--- src/rtl/amif_pkg.sv ---
// Constants, field layout and state encoding of the asynchronous memory interface.
// Assumes a single 50 MHz interface clock and one chip-select timing word per space.
//
// What this block does
// - The block drives one interrupt line of its own that no other source shares.
// - With no byte-lane pins, a byte access on a 16-bit bus is refused and flagged.
// - On a clock-stop request the block finishes pending transfers and only then acknowledges.
// - Debug breakpoints and emulation halts leave the block running unchanged.
// - Every phase width comes from the timing word of the chip select being accessed.
// - Reads use the read setup, strobe and hold fields and writes use the write ones.
// - Each phase lasts its field value plus one clock cycles.
// - A turnaround period is inserted between a read and a following write.
package amif_pkg;

  // ----------------------------------------------------------------------
  // Timing word layout
  // ----------------------------------------------------------------------
  localparam int CFG_W          = 32;
  localparam int CNT_W          = 6;
  localparam int W_SETUP_LSB    = 0;
  localparam int SETUP_W        = 4;
  localparam int W_STROBE_LSB   = 4;
  localparam int STROBE_W       = 6;
  localparam int W_HOLD_LSB     = 10;
  localparam int HOLD_W         = 3;
  localparam int R_SETUP_LSB    = 13;
  localparam int R_STROBE_LSB   = 17;
  localparam int R_HOLD_LSB     = 23;
  localparam int TURNAROUND_LSB = 26;
  localparam int TURNAROUND_W   = 2;
  localparam int BUS_WIDTH_BIT  = 28;

  // ----------------------------------------------------------------------
  // Reset values and bus sizes
  // ----------------------------------------------------------------------
  localparam logic [CNT_W-1:0] CNT_ZERO  = 6'h00;
  localparam logic [CNT_W-1:0] CNT_ONE   = 6'h01;
  localparam logic [15:0]      DATA_RST  = 16'h0000;
  localparam logic [15:0]      BYTE_MASK = 16'h00FF;
  localparam logic [CFG_W-1:0] CFG_RST   = 32'h0000_0000;

  typedef enum logic [2:0] {
    ST_IDLE,
    ST_TURN,
    ST_SETUP,
    ST_STROBE,
    ST_HOLD
  } amif_state_e;

endpackage : amif_pkg

--- src/rtl/amif_core.sv ---
// Asynchronous memory access sequencer with per-space phase timing and clock-stop handshake.
// Assumes requests and power-unit signals come from logic on i_clk; memory data pins are async.
`timescale 1ns/1ps
`default_nettype none

module amif_core
  import amif_pkg::*;
#(
  parameter int NCS    = 4,
  parameter int ADDR_W = 22
) (
  input  wire logic                  i_clk,
  input  wire logic                  i_resetn,
  input  wire logic [NCS*CFG_W-1:0]  i_chip_select_timing_config,
  input  wire logic                  i_req_valid,
  output logic                       o_req_ready,
  input  wire logic                  i_req_write,
  input  wire logic                  i_req_byte,
  input  wire logic [$clog2(NCS)-1:0] i_req_cs,
  input  wire logic [ADDR_W-1:0]     i_req_addr,
  input  wire logic [15:0]           i_req_wdata,
  output logic [15:0]                o_rdata,
  output logic                       o_rdata_valid,
  output logic                       o_req_error,
  output logic                       o_irq,
  input  wire logic                  i_irq_clear,
  input  wire logic                  i_clk_stop_req,
  output logic                       o_clk_stop_ack,
  output logic [NCS-1:0]             o_mem_cs_n,
  output logic [ADDR_W-1:0]          o_mem_addr,
  output logic                       o_output_enable_strobe_n,
  output logic                       o_mem_we_n,
  output logic [15:0]                o_mem_data_out,
  output logic                       o_mem_data_oe_n,
  input  wire logic [15:0]           i_mem_data_in
);

  // ----------------------------------------------------------------------
  // Field helpers
  // ----------------------------------------------------------------------
  function automatic logic [CNT_W-1:0] fld(input logic [CFG_W-1:0] c, input int lsb,
                                           input int w);
    logic [CFG_W-1:0] m;
    m = (CFG_W'(1) << w) - CFG_W'(1);
    return CNT_W'((c >> lsb) & m);
  endfunction

  function automatic logic [CNT_W-1:0] phase_len(input logic [CFG_W-1:0] c, input logic wr,
                                                 input amif_state_e ph);
    logic [CNT_W-1:0] v;
    v = CNT_ZERO;
    case (ph)
      ST_TURN:   v = fld(c, TURNAROUND_LSB, TURNAROUND_W);
      ST_SETUP:  v = wr ? fld(c, W_SETUP_LSB, SETUP_W) : fld(c, R_SETUP_LSB, SETUP_W);
      ST_STROBE: v = wr ? fld(c, W_STROBE_LSB, STROBE_W) : fld(c, R_STROBE_LSB, STROBE_W);
      ST_HOLD:   v = wr ? fld(c, W_HOLD_LSB, HOLD_W) : fld(c, R_HOLD_LSB, HOLD_W);
      default:   v = CNT_ZERO;
    endcase
    return v;
  endfunction

  // ----------------------------------------------------------------------
  // Data pin synchroniser
  // ----------------------------------------------------------------------
  logic [15:0] din_meta_q;
  logic [15:0] din_sync_q;

  always_ff @(posedge i_clk or negedge i_resetn) begin
    if (!i_resetn) begin
      din_meta_q <= DATA_RST;
      din_sync_q <= DATA_RST;
    end else begin
      din_meta_q <= i_mem_data_in;
      din_sync_q <= din_meta_q;
    end
  end

  // ----------------------------------------------------------------------
  // Access sequencer
  // ----------------------------------------------------------------------
  amif_state_e             state_q, state_d;
  logic [CNT_W-1:0]        cnt_q, cnt_d;
  logic                    wr_q, wr_d;
  logic                    last_rd_q, last_rd_d;
  logic [$clog2(NCS)-1:0]  cs_q, cs_d;
  logic [ADDR_W-1:0]       addr_q, addr_d;
  logic [15:0]             wdata_q, wdata_d;
  logic [CFG_W-1:0]        cfg_q, cfg_d;
  logic [15:0]             rdata_q, rdata_d;
  logic                    rvalid_q, rvalid_d;
  logic                    err_q, err_d;
  logic                    irq_q, irq_d;
  logic [CFG_W-1:0]        sel_cfg;
  logic                    accept;

  assign sel_cfg     = i_chip_select_timing_config[i_req_cs*CFG_W +: CFG_W];
  assign o_req_ready = (state_q == ST_IDLE) && !i_clk_stop_req;
  assign accept      = i_req_valid && o_req_ready;

  always_comb begin
    state_d   = state_q;
    cnt_d     = cnt_q;
    wr_d      = wr_q;
    last_rd_d = last_rd_q;
    cs_d      = cs_q;
    addr_d    = addr_q;
    wdata_d   = wdata_q;
    cfg_d     = cfg_q;
    rdata_d   = rdata_q;
    rvalid_d  = 1'b0;
    err_d     = 1'b0;
    irq_d     = irq_q;
    // The sequencer has no halt input, so debug stops never pause it.
    case (state_q)
      ST_IDLE: begin
        if (accept) begin
          if (i_req_byte && !sel_cfg[BUS_WIDTH_BIT]) begin
            err_d = 1'b1;
          end else begin
            wr_d   = i_req_write;
            cs_d   = i_req_cs;
            addr_d = i_req_addr;
            cfg_d  = sel_cfg;
            if (i_req_write) begin
              wdata_d = sel_cfg[BUS_WIDTH_BIT] ? (i_req_wdata & BYTE_MASK) : i_req_wdata;
            end
            if (i_req_write && last_rd_q) begin
              state_d = ST_TURN;
              cnt_d   = phase_len(sel_cfg, 1'b1, ST_TURN);
            end else begin
              state_d = ST_SETUP;
              cnt_d   = phase_len(sel_cfg, i_req_write, ST_SETUP);
            end
          end
        end
      end
      ST_TURN: begin
        if (cnt_q == CNT_ZERO) begin
          state_d   = ST_SETUP;
          last_rd_d = 1'b0;
          cnt_d     = phase_len(cfg_q, wr_q, ST_SETUP);
        end else begin
          cnt_d = cnt_q - CNT_ONE;
        end
      end
      ST_SETUP: begin
        if (cnt_q == CNT_ZERO) begin
          state_d = ST_STROBE;
          cnt_d   = phase_len(cfg_q, wr_q, ST_STROBE);
        end else begin
          cnt_d = cnt_q - CNT_ONE;
        end
      end
      ST_STROBE: begin
        if (cnt_q == CNT_ZERO) begin
          state_d = ST_HOLD;
          cnt_d   = phase_len(cfg_q, wr_q, ST_HOLD);
          if (!wr_q) begin
            rdata_d  = cfg_q[BUS_WIDTH_BIT] ? (din_sync_q & BYTE_MASK) : din_sync_q;
            rvalid_d = 1'b1;
          end
        end else begin
          cnt_d = cnt_q - CNT_ONE;
        end
      end
      ST_HOLD: begin
        if (cnt_q == CNT_ZERO) begin
          state_d   = ST_IDLE;
          last_rd_d = !wr_q;
        end else begin
          cnt_d = cnt_q - CNT_ONE;
        end
      end
      default: state_d = ST_IDLE;
    endcase
    // A refused access raises the sticky interrupt; a new event wins over a clear.
    if (err_d) begin
      irq_d = 1'b1;
    end else if (i_irq_clear) begin
      irq_d = 1'b0;
    end
  end

  always_ff @(posedge i_clk or negedge i_resetn) begin
    if (!i_resetn) begin
      state_q   <= ST_IDLE;
      cnt_q     <= CNT_ZERO;
      wr_q      <= 1'b0;
      last_rd_q <= 1'b0;
      cs_q      <= '0;
      addr_q    <= '0;
      wdata_q   <= DATA_RST;
      cfg_q     <= CFG_RST;
      rdata_q   <= DATA_RST;
      rvalid_q  <= 1'b0;
      err_q     <= 1'b0;
      irq_q     <= 1'b0;
    end else begin
      state_q   <= state_d;
      cnt_q     <= cnt_d;
      wr_q      <= wr_d;
      last_rd_q <= last_rd_d;
      cs_q      <= cs_d;
      addr_q    <= addr_d;
      wdata_q   <= wdata_d;
      cfg_q     <= cfg_d;
      rdata_q   <= rdata_d;
      rvalid_q  <= rvalid_d;
      err_q     <= err_d;
      irq_q     <= irq_d;
    end
  end

  // ----------------------------------------------------------------------
  // Pin and status outputs
  // ----------------------------------------------------------------------
  logic in_access;
  assign in_access = (state_q == ST_SETUP) || (state_q == ST_STROBE) || (state_q == ST_HOLD);

  assign o_mem_cs_n               = in_access ? ~(NCS'(1) << cs_q) : '1;
  assign o_mem_addr               = addr_q;
  assign o_output_enable_strobe_n = !((state_q == ST_STROBE) && !wr_q);
  assign o_mem_we_n               = !((state_q == ST_STROBE) && wr_q);
  assign o_mem_data_out           = wdata_q;
  assign o_mem_data_oe_n          = in_access && !wr_q;
  assign o_rdata                  = rdata_q;
  assign o_rdata_valid            = rvalid_q;
  assign o_req_error              = err_q;
  assign o_irq                    = irq_q;
  assign o_clk_stop_ack           = i_clk_stop_req && (state_q == ST_IDLE);
endmodule : amif_core

`default_nettype wire

--- config.mk ---
export PLATFORM = sky130hd
export DESIGN_NAME = amif_core
export DESIGN_NICKNAME = d
export VERILOG_FILES = /design/src/rtl/amif_pkg.sv /design/src/rtl/amif_core.sv
export SDC_FILE = /design/constraint.sdc
export NUM_CORES = 1
export LEC_CHECK = 0
export ABC_AREA = 1
export BUFFER_PORTS_ARGS = -buffer_cell sky130_fd_sc_hd__buf_4
export CAP_MARGIN = 20
export CORE_MARGIN = 2
export CORE_UTILIZATION = 48
export DETAILED_ROUTE_END_ITERATION = 6
export PLACE_DENSITY_LB_ADDON = 0.08
export SLEW_MARGIN = 20
export SYNTH_ARGS = -nofsm -noshare
export SYNTH_HDL_FRONTEND = slang
export SYNTH_SLANG_ARGS = --single-unit
--- constraint.sdc ---
create_clock -name i_clk -period 2.1 [get_ports i_clk]
set_input_delay 0.105 -clock i_clk [delete_from_list [all_inputs] [get_ports i_clk]]
set_output_delay 0.105 -clock i_clk [all_outputs]
set_load 0.005 [all_outputs]
==> results of run 1 <==
-- worst reg2reg max path, delay by kind of cell (launching register included) --
kind | cells | cell delay [ns]
buf+inv | 1 | 0.16
simple gates | 7 | 1.09
flops | 1 | 0.43
compound gates | 1 | 0.08
-- placed cells by master, fill, tap and decap left out, drive strengths merged, types with 2 or more instances in the layout --
cell / instances
bufinv: 3
clkinvlp: 6
or2: 2
a21oi: 22
nand2: 286
nand3: 95
inv: 51
clkbuf: 17
nor2: 68
o21ai: 64
o211ai: 2
dfrtp: 129
o22ai: 18
buf: 262
xnor2: 2
clkinv: 3
dlygate4sd3: 57
-- routing by layer --
| layer | track usage [%] | vias to the layer above | share of wire [%] |
|---|---|---|---|
| met5 | 0 | - | 0 |
| met4 | 9.569 | 0 | 2.8 |
| met3 | 7.628 | 47 | 5.9 |
| met2 | 49.69 | 208 | 51 |
| met1 | 35.97 | 2993 | 40 |
| li1 | - | 3119 | - |
-- registers in the layout, summed over array words and instances, names as in the netlist --
name and flops:
cfg_q 27, din_sync_q 16, o_irq 1, cnt_q 6, cs_q 2, last_rd_q 1, o_mem_addr 22, o_rdata_valid 1
wr_q 1, o_rdata 16, din_meta_q 16, o_req_error 1, o_mem_data_out 16, state_q 3
-- how the worst min path moves through the flow --
stage,start,end,slack [ns],depth (start not counted)
3_3_place_gp,i_resetn,cfg_q[13],0.1,1
4_1_cts,i_chip_select_timing_config[77],cfg_q[13],0.1,5
6_report,i_chip_select_timing_config[66],cfg_q[2],0.11,5
2_1_floorplan,i_resetn,cfg_q[0],-0.19,0
5_1_grt,i_chip_select_timing_config[78],cfg_q[14],0.12,5
3_5_place_dp,i_resetn,cfg_q[13],0.09,1
-- logic make-up (layout without fill, tap and decap cells) --
family / count (synthesis) / count (layout) / synth area share, %
and+or+nand+nor: 454 / 454 / 30.96
DFF: 129 / 129 / 53.01
AOI/OAI and AO/OA: 109 / 109 / 9.513
buffers and inverters: 89 / 399 / 6.020
xor gates and xnor gates: 2 / 2 / 0.2877
adders and majority gates: 1 / 1 / 0.2054
-- area by class of cell --
cell class,count,share of cell area (%)
Clock inverter,15,1.976
Multi-Input combinational cell,566,26.86
Clock buffer,17,4.571
Inverter,48,1.936
Tap cell,172,2.312
Timing Repair Buffer,319,27.67
Sequential cell,129,34.68
-- power breakdown --
group	internal (mW)	total (mW)	switching (mW)	leakage [nW]
clock	1.88	3.03	1.15	0.279
combinational	1.97	4.43	2.46	3.08
sequential	3.39	3.95	0.556	1.59
-- metrics by stage --
step / hold WS (ns) / area (sq um)
floorplan: -0.1906 / 6090
global placement: 0.09718 / 8123
detailed placement: 0.09105 / 8123
CTS: 0.09534 / 9303
global route: 0.1199 / 9308
finish: 0.1091 / 9308
-- repair_timing --
item,in CTS,in global routing
endpoints found under the setup margin,0,4
hold buffers,57,0
gates resized for setup,0,1
endpoints found under the hold margin,91,0
==> summary by stage, run 1 <==
Logic synthesis
The synthesized netlist occupies a cell area of 6090 sq um. Sorting the synthesized cells by area gives the leading types as sky130_fd_sc_hd__dfrtp_1 (53%), sky130_fd_sc_hd__nand2_1 (18%), sky130_fd_sc_hd__nand3_1 (7.7%). The number of register bits inferred by synthesis is 129. The cell taking the most area after synthesis is sky130_fd_sc_hd__dfrtp_1. After synthesis, the mean cell area works out to 7.767 sq um. The number of synthesized flops with an enable pin is 0. In the synthesized netlist the dominant register cell turns out to be sky130_fd_sc_hd__dfrtp_1.

The proportion of synthesized flip-flops having asynchronous set or reset is 100.0%. Ranked by instance count, the synthesized netlist is headed by sky130_fd_sc_hd__nand2_1 (284), sky130_fd_sc_hd__dfrtp_1 (129), sky130_fd_sc_hd__nand3_1 (94). Of the post-synthesis cell area, the dominant cell type holds 53.01%.

The number of nets in the synthesized netlist is around 980. The most frequent cell after synthesis is sky130_fd_sc_hd__nand2_1. Synthesis produced a netlist whose cell count is 784.

Counting distinct cell types in the post-synthesis netlist gives 28. After synthesis, flip-flops and latches occupy a little over half of the total area. During synthesis, Yosys emitted a total of 0 warnings.

Run status
The flow ran to the end, and the final reports show no timing, DRC or antenna violations.

STA
Setup slack closes at 0.1525 ns. The maximum operating frequency is 513.5 MHz. Measured against its own limit, the worst slew margin works out to 68.49%. The clock tree skew after final layout is ~0.012 ns.

The number of max-slew violations in the final report is 0. Setup repair after global routing left no endpoint under its margin. The shortest period the worst path allows is 1.947 ns. The number of hold-slack violations in the final timing report came to 0. Setup violations remaining at the end of the flow were counted as 0. The slew at the pin closest to its max-slew limit is 0.4726 ns. The final period utilization is 92.74%. The final total negative setup slack is 0 ns.

Clocking
TritonCTS built the clock tree. For the worst-skew pair, the clock arrives at the later sink with an insertion delay of just over 0.4 ns. After clock tree synthesis, the setup repair step added 0 buffers. The TritonCTS buffer count is 17. The clock transition time at the flip-flop clock pins of the worst setup and hold paths is 0.06 ns. The number of sinks on the clock net is about 130.

Clock tree synthesis selected as its root buffer the cell sky130_fd_sc_hd__clkbuf_16. Counting along the longest clock path gives a buffer depth of 2. The number of levels in the clock H-tree is 4.

Floorplan
For this configuration, the core starts out at a cell density of 48.65%. The die area is 13,600 sq um. The floorplan step set the die height to 116.6 microns. Pin placement for this block handled between 200 and 300 I/O pins. In this run the core area contains 41 standard-cell rows. The placeable core region is 12,520 sq um. Measured along the x axis, the die boundary spans 116.6 microns.

Final layout
At the end of the flow the core is filled with cells to 74.36%. The share of cells above drive strength 1 is 28.43%. The final layout net count is roughly 1.3k. The footprint of the multi-input gates is 2500 sq um. The diode insertion count for antenna repair is 0.

The sequential cell area is 3228 sq um. The growth of design area from synthesis to finish is 52.85%. For this run, the number of standard cells in the final layout without fillers is between 1k and 1.5k.

Counting the fill cells in the layout gives 992.

Placement
Counting tap cells, the placed design contains a total of 1,177 instances. The detailed placement HPWL is around 13,000 microns. The global placer's final weighted congestion is 0.9218. In this run the tool buffered the top-level ports with 244 buffer cells.

The worst slack after detailed placement is 0.2035 ns.

GRT
Summed over all layers, the global routing overflow is 0. The largest net degree at the start of global routing is 65. The wire length of the first global-routing pass is about 30,000 microns. The number of global-route vias before repair was between 6k and 7k. In the global route stage, overall resource usage came out at 29.02%.

The number of antenna violations at the first check in global routing is 0.

Critical path
For this design, the slowest cell found on the critical path is sky130_fd_sc_hd__dfrtp_1. The largest single stage delay on the critical path is around 0.43 ns. The endpoint identified for the worst register-to-register timing path is cnt_q[4].

The largest delay contributor family on the critical path is simple AND/OR/NAND/NOR gates. In this design, the critical path's most frequently occurring cell is sky130_fd_sc_hd__nand2_1. Following the worst setup path forward leads to its endpoint at o_mem_cs_n[2]. The reg-to-reg startpoint is state_q[1]. Of all nets on the critical path, the largest fanout is 10. The critical path class is reg -> out.

The startpoint of the worst setup timing path is state_q[1]. The capturing element type of the critical path is a primary output. The number of buffers and inverters on the critical path is 1. STA puts the critical path data arrival time at between 1.5 and 2 ns. The kind of launch point of the worst setup path is a flip-flop. For the worst setup path, the data required time is approximately 2.0 ns.

In this run the number of cells on the critical path is 5. Traced cell by cell, the critical path runs through nor2_2, nand2_1, nand2_1, nand3_1, buf_4. Counting cells, the worst reg-to-reg path comes to 9. The worst register-to-register path has a setup slack of 0.26 ns.

Power
The power per cell area is 1226 nW/um^2. IR analysis of the VDD net gives a maximum drop of 765.0 uV. The leakage power of the design is about 4.9 nW. Overall power consumption after layout is estimated at 11.41 mW.

Route
The number of DRC markers after the initial detailed-route iteration is 439. The sum of routed wire length over all layers is 19,320 microns. Using the TritonRoute via totals, the vias-per-cell ratio works out to 5.029.

In this run the remaining antenna-violating nets after routing total 0. For this block, the via count after detailed routing is about 6.4k. In the routed design, unresolved DRC markers number 0. The length of the first detailed-routing pass in iterations is 5. Dividing the detail-routed wire length by the instance count gives 15.26 microns.

Flow run
The max-capacitance violation count is 0.

Min path
The worst min-delay path class is in -> reg.
No activity file was read; power rests on OpenSTA's default activity.
==> run 2, diff against run 1 <==
- CORE_MARGIN: 2 -> not set
- PLACE_DENSITY: not set -> 0.92
- PLACE_DENSITY_LB_ADDON: 0.08 -> not set
- SKIP_CTS_REPAIR_TIMING: not set -> 1
==> summary by stage, run 2 (same netlist as run 1, synthesis figures left out) <==
Run status
Status: finished clean (unchanged).

GRT
The number of antenna violations at the first check in global routing is 1 (was 0). The wire length of the first global-routing pass came to 28,540 microns (was 30,550 microns). The number of global-route vias before repair is 6,129 (was 6,338). The met3 usage came to 5.611% (was 7.628%). The total grt overflow is 0 (unchanged). The global router's overall resource usage is 28.06% (was 29.02%). The most congested layer reported by global routing is met2 (unchanged).

The met2 track demand over resource is 48.61% (was 49.69%). The largest net degree at the start of global routing is 71 (was 65). The met1 usage in global routing is 33.34% (was 35.97%).

Route
The average vias per placed instance is 5.233 (was 5.029). The residual DRC count was 0 (unchanged). The mean routed wirelength per cell is 15.98 microns (was 15.26 microns). The via total after detailed routing was 6,599 (was 6,367). The length of the first detailed-routing pass in iterations is 6 (was 5). The number of DRC markers after the initial detailed-route iteration is 540 (was 439).

The sum of routed wire length over all layers is 20,150 microns (was 19,320 microns). The remaining number of nets flagged by the antenna check after routing is 0 (unchanged).

Final layout
Most frequent cells in the layout: sky130_fd_sc_hd__nand2_1 (284), sky130_fd_sc_hd__buf_4 (259), sky130_fd_sc_hd__dfrtp_1 (129), sky130_fd_sc_hd__nand3_1 (94), sky130_fd_sc_hd__nor2_1 (64) (unchanged). The final layout net count is 1,271 (was 1,273). The summed area of non-filler cells in the final layout is 9259 sq um (was 9308 sq um).

The growth of design area from synthesis to finish was 52.04% (was 52.85%). The number of standard cells in the final layout excluding fillers is 1,261 (was 1,266). The most frequent standard cell in the layout excluding fill and tap cells is sky130_fd_sc_hd__nand2_1 (unchanged). The share of cells above drive strength 1 is 28.21% (was 28.43%). The largest register by flop count is cfg_q (unchanged).

The flip-flop count of the largest register, all copies and words added is 27 (unchanged).

Floorplan
The die area came to 13,140 sq um (was 13,600 sq um). The vertical extent of the die is 114.6 microns (was 116.6 microns). The total number of placement rows is 40 (was 41). The x dimension of the die is 114.6 microns (was 116.6 microns). The effective utilization at floorplan was 49.87% (was 48.65%).

The placeable core region is 12,210 sq um (was 12,520 sq um). The number of top-level pins is 257 (unchanged).

Critical path
The critical path class is reg -> out (unchanged). The data arrival time of the worst path was 1.75 ns (was 1.84 ns). The cell at the slowest stage of the critical path is sky130_fd_sc_hd__dfrtp_1 (unchanged).

The largest delay contributor family on the critical path is simple AND/OR/NAND/NOR gates (unchanged). The kind of launch point of the worst setup path is a flip-flop (unchanged). Cell-by-cell listing of the critical path: nor2_2, nand2_1, nand2_1, nand3_1, buf_4 (unchanged). The library cell appearing most often on the critical path is sky130_fd_sc_hd__nand2_1 (unchanged).

The capturing element type of the critical path is a primary output (unchanged). The highest cell delay on the worst timing path was 0.43 ns (about the same). The largest fanout of any net on the critical path came to 10 (unchanged). The data required time at the worst endpoint is 2.00 ns (about the same).

The buffering stage count on the worst path with inverters included is 1 (unchanged).

Power
The internal power of the cells is 7.201 mW (was 7.241 mW). The power per cell area is 1231 nW/um^2 (was 1226 nW/um^2). The part of the power in combinational logic was 38.6% (was 38.8%). The net switching share of the total power came to 36.82% (was 36.53%). The portion of total power attributed to sequential cells is 34.9% (was 34.6%).

The clock network fraction of design power is 26.4% (was 26.6%). The maximum VDD drop is 859.7 uV (was 765.0 uV). The post-layout total power was 11.40 mW (was 11.41 mW). The leakage power of the design is 4.932 nW (was 4.947 nW). The net switching power was 4.197 mW (was 4.168 mW).

Clocking
The TritonCTS buffer count is 17 (unchanged). The clock latency of the later-clocked register in the worst-skew pair came to 0.41 ns (about the same). The CTS tree is done (unchanged). The deepest clock path buffer count is 2 (unchanged). The cell at the root of the clock tree is sky130_fd_sc_hd__clkbuf_16 (unchanged). The clock transition time at the flip-flop clock pins of the worst setup and hold paths came to 0.06 ns (about the same). The number of sinks on the clock net came to 129 (unchanged). The number of levels in the clock H-tree is 4 (unchanged).

STA
The number of hold-slack violations in the final timing report is 0 (unchanged). The relative max-transition margin was 67.92% (was 68.49%). The maximum operating frequency is 539.3 MHz (was 513.5 MHz). The number of max-slew violations in the final report came to 0 (unchanged).

The clock tree skew after final layout came to 0.01494 ns (was 0.01222 ns). The final total negative setup slack is 0 ns (unchanged). The shortest period the worst path allows is 1.854 ns (was 1.947 ns).

RSZ-0062 raised after global routing: no (unchanged). The number of setup violations in the final report is 0 (unchanged). The final period utilization is 88.29% (was 92.74%). The slew at the pin closest to its max-slew limit is 0.4812 ns (was 0.4726 ns).

Placement
The total placed instance area is 8078 sq um (was 8123 sq um). The number of port buffers is 244 (unchanged). The number of instances in the placed design came to 1,171 (was 1,177). The detailed placement HPWL was 12,740 microns (was 12,770 microns). The global placer's final weighted congestion is 0.8894 (was 0.9218).

Min path
The worst min-delay path class is in -> reg (unchanged).

Flow run
The max-capacitance violation count is 0 (unchanged).
-- run 2: path summary, 6_finish.rpt --
kind | slack [ns] | end | start | cells after the start
hold / removal | 0.10 | cfg_q[14] | i_chip_select_timing_config[78] | 5
setup / recovery | 0.25 | o_mem_cs_n[2] | state_q[1] | 5
max in group asynchronous | 1.11 | o_mem_addr[18] | i_resetn | 3
hold reg to reg | 0.34 | din_sync_q[11] | din_meta_q[11] | 0
min in group asynchronous | 0.20 | din_sync_q[13] | i_resetn | 2
setup reg to reg | 0.27 | cnt_q[1] | cnt_q[0] | 11
-- run 2: layer usage --
| layer | routed length, microns | vias to the layer above |
|---|---|---|
| li1 | - | 3122 |
| met2 | 10550 | 313 |
| met5 | 0 | - |
| met3 | 1117 | 70 |
| met4 | 898 | 0 |
| met1 | 7583 | 3094 |
-- run 2: final cells by class --
class                   instances  area, sq um
flip-flops and latches        129         3228
fillers                       844         2953
multi-input cells             566         2495
clock inverters                14        178.9
repair buffers                317         2535
diodes                          1        2.502
well taps                     168        210.2
inverters                      48        180.2
clock buffers                  18        429.2
-- run 2: metrics by stage --
step / util [%] / worst slack, ns / hold WS [ns]
2_1_floorplan: - / 0.5444 / -0.1906
3_3_place_gp: 66.15 / 0.3575 / 0.01822
3_5_place_dp: 66.15 / 0.3236 / 0.01938
4_1_cts: 71.13 / 0.2770 / -0.4074
5_1_grt: 75.82 / 0.09134 / 0.1314
6_report: 75.82 / 0.2459 / 0.1043
-- run 2: power groups by stage --
stage	clock [mW]	sequential, mW	combinational, mW
2_1_floorplan	0	3.88	2.29
3_3_place_gp	0	3.91	4.00
3_5_place_dp	0	3.94	4.15
4_1_cts	3.04	3.93	4.18
5_1_grt	3.16	4.07	4.90
6_report	3.01	3.98	4.40
-- run 2: worst reg2reg max path, cell delays in order, from the launching register on --
cell and delay, ns:
sky130_fd_sc_hd__dfrtp_1 0.40, sky130_fd_sc_hd__inv_1 0.11, sky130_fd_sc_hd__ha_1 0.24, sky130_fd_sc_hd__nand2_1 0.10, sky130_fd_sc_hd__nor2_1 0.29, sky130_fd_sc_hd__nand3_1 0.13
sky130_fd_sc_hd__nand3_1 0.09, sky130_fd_sc_hd__nand2_1 0.05, sky130_fd_sc_hd__nor2_1 0.13, sky130_fd_sc_hd__nand2_1 0.08, sky130_fd_sc_hd__nand2_1 0.06, sky130_fd_sc_hd__nand2_1 0.04
